### config.mk
export PLATFORM = sky130hd
export DESIGN_NAME = osw_control
export DESIGN_NICKNAME = d
export VERILOG_FILES = /design/src/logic/osw_pkg.sv /design/src/logic/osw_switch_timer.sv /design/src/logic/osw_control.sv
export VERILOG_INCLUDE_DIRS = /design/src /design/src/logic
export SDC_FILE = /design/constraint.sdc
export NUM_CORES = 1
export LEC_CHECK = 0
export BUFFER_PORTS_ARGS = -buffer_cell sky130_fd_sc_hd__buf_2
export CELL_PAD_IN_SITES_DETAIL_PLACEMENT = 1
export CELL_PAD_IN_SITES_GLOBAL_PLACEMENT = 1
export CORE_UTILIZATION = 30
export CTS_BUF_LIST = sky130_fd_sc_hd__clkbuf_2 sky130_fd_sc_hd__clkbuf_4 sky130_fd_sc_hd__clkbuf_8
export DETAILED_ROUTE_END_ITERATION = 10
export PLACE_DENSITY = 0.79
export RECOVER_POWER = 100
export SYNTH_ARGS = -nofsm -noshare
export SYNTH_HDL_FRONTEND = slang
export SYNTH_SLANG_ARGS = --single-unit
### constraint.sdc
create_clock -name i_sys_clk -period 3.8 [get_ports i_sys_clk]
set_clock_uncertainty 0.15 [all_clocks]
set_input_delay 0.76 -clock i_sys_clk [delete_from_list [all_inputs] [get_ports i_sys_clk]]
set_output_delay 0.76 -clock i_sys_clk [all_outputs]
set_load 0.01 [all_outputs]
### src/logic/osw_defs.svh
`ifndef OSW_DEFS_SVH
`define OSW_DEFS_SVH

// ****************************************
// Register map (word index on the plain port)
// ****************************************
`define OSW_ADDR_CTRL      4'h0
`define OSW_ADDR_KEY       4'h1

// ****************************************
// Control register field positions
// ****************************************
`define OSW_CUR_HI         14
`define OSW_CUR_LO         12
`define OSW_NEW_HI         10
`define OSW_NEW_LO         8
`define OSW_CF_BIT         3
`define OSW_REQ_BIT        0

// ****************************************
// Reset values and unlock keys
// ****************************************
`define OSW_RST_OSC        3'h0
`define OSW_KEY_FIRST      16'h00A5
`define OSW_KEY_SECOND     16'h005A

// ****************************************
// Timing
// ****************************************
`define OSW_CLK_NS         20
`define OSW_SWITCH_NS      200
`define OSW_SWITCH_CYC     ((`OSW_SWITCH_NS + `OSW_CLK_NS - 1) / `OSW_CLK_NS)

`endif

### src/logic/osw_pkg.sv
`default_nettype none

package osw_pkg;

    // Oscillator source codes held in the select fields
    typedef enum logic [2:0] {
        OSW_SRC_FRC      = 3'b000,
        OSW_SRC_FRC_PLL  = 3'b001,
        OSW_SRC_PRI      = 3'b010,
        OSW_SRC_PRI_PLL  = 3'b011,
        OSW_SRC_BACKUP_INTERNAL_RC     = 3'b100,
        OSW_SRC_LPRC     = 3'b101,
        OSW_SRC_RSVD     = 3'b110,
        OSW_SRC_FRC_DIV  = 3'b111
    } osw_src_t;

    // Switch sequencer states
    typedef enum logic [1:0] {
        OSW_ST_IDLE = 2'b00,
        OSW_ST_WAIT = 2'b01
    } osw_state_t;

endpackage

`default_nettype wire

### src/logic/osw_switch_timer.sv
`timescale 1ns/1ps
`default_nettype none

module osw_switch_timer #(
    parameter int unsigned COUNT = 10,
    parameter int unsigned WIDTH = 8
) (
    // Clock and reset
    input  wire logic i_sys_clk,
    input  wire logic i_sys_rst,
    // Control
    input  wire logic i_start,
    // Status
    output var  logic o_expired
);

    logic [WIDTH-1:0] cnt_reg;
    logic [WIDTH-1:0] cnt_next;
    logic             exp_next;

    // Count down from the settle time; expired stays high until the next start
    assign cnt_next = i_start ? WIDTH'(COUNT) : (cnt_reg != '0) ? cnt_reg - WIDTH'(1) : cnt_reg;
    assign exp_next = !i_start && (cnt_next == '0);

    // ****************************************
    // Counter registers
    // ****************************************
    always_ff @(posedge i_sys_clk) begin
        if (i_sys_rst) begin
            cnt_reg   <= '0;
            o_expired <= 1'b0;
        end else begin
            cnt_reg   <= cnt_next;
            o_expired <= exp_next;
        end
    end

endmodule

`default_nettype wire

### src/logic/osw_control.sv
// Behaviour
// - Clock-fail flag sets on monitor failure, holds until software clears it.
// - Software sets switch request; hardware clears it when the switch completes.
// - Control register writes take effect only right after the two-key unlock.
// - Control register resets only on power-on reset, not on warm reset.
// - Fast RC failure forces the current-oscillator field to the backup RC code.
// - Backup RC code written into the new-oscillator field is rejected.
// - New-oscillator field at bits 10:8 writable only while clock config unlocked.
// - Bits 4, 2 and 1 read zero and ignore writes.
//
// The address map and the address-and-strobe port were decided locally.
`include "osw_defs.svh"
`timescale 1ns/1ps
`default_nettype none

module osw_control #(
    parameter int unsigned ADDR_W = 4
) (
    // Clock and resets
    input  wire logic              i_sys_clk,
    input  wire logic              i_sys_rst,
    input  wire logic              i_warm_rst,
    // Register port
    input  wire logic [ADDR_W-1:0] i_addr,
    input  wire logic [15:0]       i_wdata,
    input  wire logic              i_wr,
    input  wire logic              i_rd,
    output var  logic [15:0]       o_rdata,
    // Clock sources and monitors
    input  wire logic              i_cfg_locked,
    input  wire logic              i_failsafe_clock_monitor_fail,
    input  wire logic              i_frc_fail,
    input  wire logic              i_new_src_ready,
    // Clock selection out
    output var  osw_pkg::osw_src_t o_cur_osc,
    output var  logic              o_switch_busy,
    output var  logic              o_clock_fail
);
    import osw_pkg::*;

    localparam int unsigned TMR_W = 8;

    // ****************************************
    // State
    // ****************************************
    osw_src_t   cur_reg;
    osw_src_t   cur_next;
    osw_src_t   new_reg;
    osw_src_t   new_next;
    logic       cf_reg;
    logic       cf_next;
    logic       req_reg;
    logic       req_next;
    logic       key1_reg;
    logic       key1_next;
    logic       unl_reg;
    logic       unl_next;
    osw_state_t st_reg;
    osw_state_t st_next;
    logic [15:0] rdata_next;

    // ****************************************
    // Bus decode
    // ****************************************
    wire logic       sel_ctrl  = (i_addr == ADDR_W'(`OSW_ADDR_CTRL));
    wire logic       sel_key   = (i_addr == ADDR_W'(`OSW_ADDR_KEY));
    wire logic       key_wr    = i_wr && sel_key;
    wire logic       ctrl_wr   = i_wr && sel_ctrl;
    // Writes without a fresh unlock are dropped silently
    wire logic       ctrl_ok   = ctrl_wr && unl_reg && !i_warm_rst;
    wire osw_src_t   wr_src    = osw_src_t'(i_wdata[`OSW_NEW_HI:`OSW_NEW_LO]);
    wire logic       wr_req    = i_wdata[`OSW_REQ_BIT];
    wire logic       wr_cf     = i_wdata[`OSW_CF_BIT];

    // Field write qualifiers
    wire logic       new_wr_ok = ctrl_ok && !i_cfg_locked
                                 && (wr_src != OSW_SRC_BACKUP_INTERNAL_RC);

    // ****************************************
    // Switch sequencer
    // ****************************************
    logic tmr_expired;
    // Start pulses once per request, in the last idle cycle
    wire logic start    = (st_reg == OSW_ST_IDLE) && req_reg;
    wire logic complete = (st_reg == OSW_ST_WAIT) && tmr_expired && i_new_src_ready;

    // Settle counter; also keeps a new request from finishing in one cycle
    // Warm reset restarts the count, so an interrupted switch settles again
    osw_switch_timer #(
        .COUNT (`OSW_SWITCH_CYC),
        .WIDTH (TMR_W)
    ) u_timer (
        .i_sys_clk (i_sys_clk),
        .i_sys_rst (i_sys_rst || i_warm_rst),
        .i_start   (start),
        .o_expired (tmr_expired)
    );

    // Next state of the sequencer
    always_comb begin
        st_next = st_reg;
        case (st_reg)
            OSW_ST_IDLE: begin
                if (req_reg) begin
                    st_next = OSW_ST_WAIT;
                end
            end
            OSW_ST_WAIT: begin
                if (complete) begin
                    st_next = OSW_ST_IDLE;
                end
            end
            default: begin
                st_next = OSW_ST_IDLE;
            end
        endcase
    end

    // ****************************************
    // Field next values
    // ****************************************
    // Monitor event beats a software clear in the same cycle
    assign cf_next  = i_failsafe_clock_monitor_fail || (cf_reg && !(ctrl_ok && !wr_cf));

    // A new request written in the completion cycle is kept
    assign req_next = (ctrl_ok && wr_req) ? 1'b1 : complete ? 1'b0 : req_reg;

    // The PLL-to-PLL ban is left to software; no guard here
    assign new_next = new_wr_ok ? wr_src : new_reg;

    // Fast RC failure outranks a completing switch
    assign cur_next = i_frc_fail ? OSW_SRC_BACKUP_INTERNAL_RC
                    : complete ? new_reg : cur_reg;

    // Two keys in consecutive writes open one control write
    // A stray write between the keys aborts, so one errant store cannot unlock
    assign key1_next = key_wr ? (i_wdata == `OSW_KEY_FIRST) : i_wr ? 1'b0 : key1_reg;
    assign unl_next  = (key_wr && key1_reg && (i_wdata == `OSW_KEY_SECOND)) ? 1'b1
                     : ctrl_wr ? 1'b0 : unl_reg;

    // Read mux; bits 15, 11, 7 to 4 and 2 to 1 read zero
    // Every field not listed keeps the zero that the mux starts from
    always_comb begin
        rdata_next = 16'h0000;
        if (i_rd && sel_ctrl) begin
            rdata_next[`OSW_CUR_HI:`OSW_CUR_LO] = cur_reg;
            rdata_next[`OSW_NEW_HI:`OSW_NEW_LO] = new_reg;
            rdata_next[`OSW_CF_BIT]             = cf_reg;
            rdata_next[`OSW_REQ_BIT]            = req_reg;
        end else if (i_rd && sel_key) begin
            rdata_next[0] = unl_reg;
        end
    end

    // ****************************************
    // Power-on-only register fields
    // ****************************************
    // Warm reset deliberately absent: the control register survives it
    always_ff @(posedge i_sys_clk) begin
        if (i_sys_rst) begin
            cur_reg <= osw_src_t'(`OSW_RST_OSC);
            new_reg <= osw_src_t'(`OSW_RST_OSC);
            cf_reg  <= 1'b0;
            req_reg <= 1'b0;
        end else begin
            cur_reg <= cur_next;
            new_reg <= new_next;
            cf_reg  <= cf_next;
            req_reg <= req_next;
        end
    end

    // ****************************************
    // Sequencer, unlock and output registers
    // ****************************************
    // Any reset closes the unlock and restarts the sequencer
    always_ff @(posedge i_sys_clk) begin
        if (i_sys_rst || i_warm_rst) begin
            st_reg   <= OSW_ST_IDLE;
            key1_reg <= 1'b0;
            unl_reg  <= 1'b0;
        end else begin
            st_reg   <= st_next;
            key1_reg <= key1_next;
            unl_reg  <= unl_next;
        end
    end

    // Outputs mirror the next values so they stay in step with the fields
    always_ff @(posedge i_sys_clk) begin
        if (i_sys_rst) begin
            o_rdata       <= 16'h0000;
            o_cur_osc     <= osw_src_t'(`OSW_RST_OSC);
            o_switch_busy <= 1'b0;
            o_clock_fail  <= 1'b0;
        end else begin
            o_rdata       <= rdata_next;
            o_cur_osc     <= cur_next;
            o_switch_busy <= req_next;
            o_clock_fail  <= cf_next;
        end
    end
endmodule

`default_nettype wire

==> metrics.md, run 1 <==
| Metric | Value |
|---|---|
| Top cells by area, synth | dfxtp_1, mux2i_1, nor2_1 |
| Startpoint Class | input pin |
| 1st-iter DRT viols | 23 |
| Worst-Margin Slew | 0.6422 ns |
| Wire per inst | 12.56 um |
| Top cell type's share of synthesized area | 42.99% |
| Slowest cell on crit path | a211oi_1 |
| Ports | 50 |
| Residual DRC | 0 |
| Total Routing Usage GR | 14.91% |
| Grt ovf | 0 |
| Diode count | 0 |
| Critical-path cell list | buf_2, nor3_1, nand4_1, a211oi_1, mux2i_1, nor2_1 |
| Leak | 0.6757 nW |
| Sequential share of the synthesized area | 42.99% |
| # clock sinks | 28 |
| Final period demand of the worst path | 2.252 ns |
| Clock Pin Slew Worst Setup and Hold Paths | 0.09 ns |
| CTS Buffer Depth | 2 |
| Register bit total from synthesis | 28 |
| MaxCap Viol Count | 0 |
| Largest net degree at the start of global routing | 17 |
| Most frequent cells in the layout | dfxtp_1, buf_2, nor2_1 |
| FFs w/ async S/R, synth | 0% |
| Arr. time, crit path | 2.27 ns |
| Fillcell total | 515 |
| Warning count from the yosys run | 0 |
| Crit Path Max Fanout | 3 |
| CTS resizes | 0 |
| Vias per cell | 4.772 |
| First-pass GRT wire length | 5.168 mm |
| Fin. Hold Viols | 0 |
| H-tree Lvls | 1 |
| Commonest non-fill, non-tap cell in the layout | dfxtp_1 |
| Fin. max-slew vios | 0 |
| Outcome | finished, final reports clean |
| Placed Cells | 233 |
| Post-Layout Cell Count | 237 |
| Synth-to-Final Area Change | 20.44% |
| Crit-path max cell delay | 0.60 ns |
| RSZ-0062 raised after global routing | false |
| Final Wtd Congestion | 0.8127 |
| Synthesized area per cell | 9.054 um^2 |
| Critical Path RT | 3.82 ns |
| F_max | 444.0 MHz |
| Hold Buf Count CTS | 0 |
| Chip Width | 67.92 um |
| Final #Nets | 219 |
| Final setup violation count | 0 |
| CTS tree | done |
| Pwr Density | 713.4 nW/um^2 |
| Die ar. | 4613 um^2 |
| CP endpoint kind | register |
| IO Port Bufs | 41 |
| Fin util | 38.43% |
| WL final | 2.977 mm |
| Vias | 1131 |
| Cells after synthesis | 144 |
| Post-route ant nets | 0 |
| Share of cells above drive strength 1 | 18.72% |
| Core footprint | 4086 um^2 |
| Die height | 67.92 um |
| CTS Buf Count | 3 |
| Fin crit share | 59.27% |
| HP Class | register to register |
| Max-slew headroom | 56.93% |
| Area leader, netlist | dfxtp_1 |
| Kind of critical path | input pin to register |
| CTS root buffer | clkbuf_8 |
| Post-synth EDFFs | 0 |
| Number of global-route vias before repair | 1202 |
| Maximum VDD drop | 0.2289 mV |
| Syn Std Cell Area | 1304 um^2 |
| Setup bufs post-CTS | 0 |
| Starting density of the core | 31.90% |
| Setup TNS | 0 ns |
| Antenna violations before repair | 0 |
| Synth cell types | 38 |
| Worst-Skew Late Latency | 0.27 ns |
| Dpl hpwl | 2.400 mm |
| Ys flop type | dfxtp_1 |
| DR pass1 iterations | 4 |
| FP Rows | 23 |
==> critical path: cells and delay by family <==
| kind | cells | cell delay [ns] |
|---|---|---|
| mux | 1 | 0.26 |
| simple gates | 3 | 0.56 |
| compound gates | 1 | 0.60 |
| buf+inv | 1 | 0.10 |
==> through the flow <==
stage	total power, mW	area (um^2)	worst slack [ns]	hold WS [ns]
3_5_place_dp	0.9208	1534	1.558	0.3197
6_report	1.120	1570	1.548	0.3375
3_3_place_gp	0.9123	1534	1.597	0.3132
4_1_cts	1.157	1605	1.740	0.3404
5_1_grt	1.216	1570	1.429	0.3496
2_1_floorplan	0.8132	1330	1.801	0.2937
==> cells by family after synthesis <==
kind of cell / Yosys count / share of synthesized area, %
and+or+nand+nor: 66 / 29.27
muxes: 8 / 6.142
other: 1 / 0.2876
xor gates and xnor gates: 5 / 3.359
AOI/OAI and AO/OA: 20 / 9.693
DFF: 28 / 42.99
buffers and inverters: 14 / 6.334
adders and majority gates: 2 / 1.919
==> cells in the mapped netlist, types with 3 or more instances <==
cell / count
dfxtp_1: 28
nor2_1: 21
a21oi_1: 9
buf_4: 8
mux2i_1: 8
and2_1: 7
nand2_1: 7
nor3_1: 7
inv_1: 5
nand3_1: 4
xnor2_1: 4
nand2b_1: 3
o21ai_0: 3
==> power by group <==
part	internal (mW)	switching [mW]
registers	0.333	0.0552
logic	0.220	0.282
clock network	0.141	0.0892
==> routing by layer <==
layer	GRT usage [%]	part of all wire (%)	up-vias	wire length, um
met2	26.10	50	32	1475
met5	0	0	-	0
met4	6.250	0.91	0	27
met1	18.16	45	527	1344
met3	1.833	4.4	2	130
li1	-	-	570	-
==> path summary, 6_finish.rpt <==
check	startpoint	endpoint	slack (ns)	depth (start not counted)
setup reg to reg	u_timer.cnt_reg[0]	u_timer.o_expired	1.69	7
hold / removal	key1_reg	key1_reg	0.34	2
setup / recovery	i_addr[1]	new_reg[0]	1.55	6
hold reg to reg	key1_reg	key1_reg	0.34	2
==> layout make-up <==
class	instances	area, um^2	share of cell area, %
repair buffers	41	187.7	11.95
clock inverters	1	30.03	1.912
inverters	5	18.77	1.195
well taps	50	62.56	3.984
clock buffers	3	41.29	2.629
flip-flops and latches	28	560.5	35.70
multi-input cells	109	669.4	42.63
Note: power is estimated with default switching activity, not from simulation.
==> run 2: changes to the inputs <==
--- a/config.mk
+++ b/config.mk
@@ -12,7 +12,7 @@
 export CORE_UTILIZATION = 30
 export CTS_BUF_LIST = sky130_fd_sc_hd__clkbuf_2 sky130_fd_sc_hd__clkbuf_4 sky130_fd_sc_hd__clkbuf_8
 export DETAILED_ROUTE_END_ITERATION = 10
-export PLACE_DENSITY = 0.79
+export PLACE_DENSITY = 0.82
 export RECOVER_POWER = 100
 export SYNTH_ARGS = -nofsm -noshare
 export SYNTH_HDL_FRONTEND = slang
==> constraint.sdc (replaced) <==
create_clock -name i_sys_clk -period 1.9 [get_ports i_sys_clk]
set_clock_uncertainty 0.15 [all_clocks]
set_input_delay 0.38 -clock i_sys_clk [delete_from_list [all_inputs] [get_ports i_sys_clk]]
set_output_delay 0.38 -clock i_sys_clk [all_outputs]
set_load 0.01 [all_outputs]
==> run 2 against run 1 <==
Worst setup slack got worse by 1.4 ns; first-iteration DRC count increased by 22%; critical path depth increased by 1; via count increased by 1.7%; global-route usage decreased by 0.32 points; clock power increased by 100%; total power increased by 120%; combinational power increased by 140%; cell count increased by 2.1%; routed wire length increased by 2.9%; critical path type is now register to register; critical endpoint is now u_timer.o_expired.
==> metrics.md, run 2 (synthesis results as in run 1) <==
| Metric | Value |
|---|---|
| Post-route ant nets | 0 (unchanged) |
| Most frequent cells in the layout | buf_2, dfxtp_1, nor2_1 |
| Fin. Hold Viols | 0 (unchanged) |
| Total chip power | 2.449 mW (+120%) |
| Synth-to-Final Area Change | 25.05% |
| Die ar. | 4613 um^2 (unchanged) |
| Kind of critical path | register to register |
| CTS Buffer Depth | 2 (unchanged) |
| DR pass1 iterations | 4 (unchanged) |
| RSZ-0062 raised after global routing | false |
| # clock sinks | 28 (unchanged) |
| Chip Width | 67.92 um (unchanged) |
| H-tree Lvls | 1 (unchanged) |
| CTS Buf Count | 3 (unchanged) |
| Setup TNS | 0 ns (unchanged) |
| F_max | 568.5 MHz |
| Worst Hold Depth | 2 (unchanged) |
| Grt ovf | 0 (unchanged) |
| Starting density of the core | 31.90% (unchanged) |
| Residual DRC | 0 (unchanged) |
| CP endpoint kind | register |
| Final #Nets | 224 (+2.3%) |
| Arr. time, crit path | 1.80 ns (-0.47 ns) |
| HP Class | input pin to register |
| Die height | 67.92 um (unchanged) |
| Final period demand of the worst path | 1.759 ns |
| Critical Path RT | 1.94 ns (-1.88 ns) |
| Reg2reg end | u_timer.o_expired |
| Hold path endpoint | o_cur_osc[0] |
| Setup WS post-layout | 0.1409 ns (-1.407 ns) |
| Leak | 0.7093 nW (+5.0%) |
| Core footprint | 4086 um^2 (unchanged) |
| IO Port Bufs | 41 (unchanged) |
| Fin crit share | 92.59% |
| Final setup violation count | 0 (unchanged) |
| Number of global-route vias before repair | 1131 (-5.9%) |
| Antenna violations before repair | 0 (unchanged) |
| Fin. max-slew vios | 0 (unchanged) |
| Dpl hpwl | 2.415 mm (+0.61%) |
| Total Routing Usage GR | 14.58% (-0.32 points) |
| Hold_ws | 0.1504 ns (-0.1870 ns) |
| CTS root buffer | clkbuf_8 |
| Outcome | finished, final reports clean |
| Reg2reg start | u_timer.cnt_reg[1] |
| Vias | 1150 (+1.7%) |
| Setup WS pre-CTS | 0.03340 ns (-1.525 ns) |
| 1st-iter DRT viols | 28 (+22%) |
| Post-Layout Cell Count | 242 (+2.1%) |
| Wire per inst | 12.66 um (+0.76%) |
| Crit Path Max Fanout | 4 (+1) |
| Largest net degree at the start of global routing | 17 (unchanged) |
| FP Rows | 23 (unchanged) |
| Placed Cells | 238 (+2.1%) |
| Diode count | 0 (unchanged) |
| Worst r2r path cells | 7 (unchanged) |
| Pwr Density | 1502 nW/um^2 (+110%) |
| WL final | 3.063 mm (+2.9%) |
| Worst hold start | i_frc_fail |
| Share of cells above drive strength 1 | 23.44% (+4.7 points) |
| Startpoint Class | register |
| First-pass GRT wire length | 5.002 mm (-3.2%) |
| Hold Buf Count CTS | 0 (unchanged) |
| Ports | 50 (unchanged) |
| Vias per cell | 4.752 (-0.42%) |
| Final Wtd Congestion | 0.7927 (-2.5%) |
| Maximum VDD drop | 0.4661 mV (+100%) |
| CTS tree | done |
| Clock Pin Slew Worst Setup and Hold Paths | 0.10 ns (about the same) |
| Worst-Skew Late Latency | 0.27 ns (about the same) |
| Worst R2R Setup Slack | 0.14 ns (-1.55 ns) |
| MaxCap Viol Count | 0 (unchanged) |
run 2: final cells by class:
cell class,instances,area (um^2)
fillers,506,2456
clock buffers,3,41.29
clock inverters,1,30.03
flip-flops and latches,28,560.5
multi-input cells,109,690.7
well taps,50,62.56
repair buffers,46,226.5
inverters,5,18.77
run 2: stage by stage:
| step | util [%] | area (um^2) |
|---|---|---|
| detailed placement | 38.46 | 1572 |
| CTS | 40.32 | 1648 |
| global route | 39.90 | 1630 |
| global placement | 38.46 | 1572 |
| floorplan | - | 1330 |
| finish | 39.90 | 1630 |
run 2: metal layers:
metal  up-vias  global-route usage [%]  part of all wire [%]
li1        576                       -                     -
met1       524                   18.53                    47
met2        44                   23.16                    46
met3         6                   2.667                   4.7
met4         0                   7.813                   2.3
met5         -                       0                     0
run 2: power breakdown:
part	leakage, nW	internal [mW]	total, mW	switching (mW)
combinational	0.447	0.546	1.21	0.664
sequential	0.227	0.665	0.774	0.109
clock	0.0357	0.282	0.466	0.184
total	0.709	1.49	2.45	0.956
run 2: worst max path at each step:
stage,start,end,depth (start not counted)
final,u_timer.cnt_reg[1],u_timer.o_expired,7
after global routing,u_timer.cnt_reg[1],u_timer.o_expired,7
after CTS,u_timer.cnt_reg[1],u_timer.o_expired,8
after detailed placement,i_addr[1],new_reg[2],6
after global placement,i_addr[1],new_reg[1],6
after floorplan,u_timer.cnt_reg[1],u_timer.o_expired,7
run 2: repair_timing:
action / in CTS / in global routing
endpoints found under the hold margin: 0 / 0
setup buffers: 0 / 0
gates resized for setup: 1 / 1
setup endpoints to repair: 1 / 1
run 2: critical path, stage by stage (launching register included):
cell	delay (ns)
dfxtp_1	0.32
inv_1	0.08
ha_1	0.16
nor3b_2	0.24
nand2_1	0.19
nor2_4	0.17
o31ai_1	0.11
nor4_2	0.25
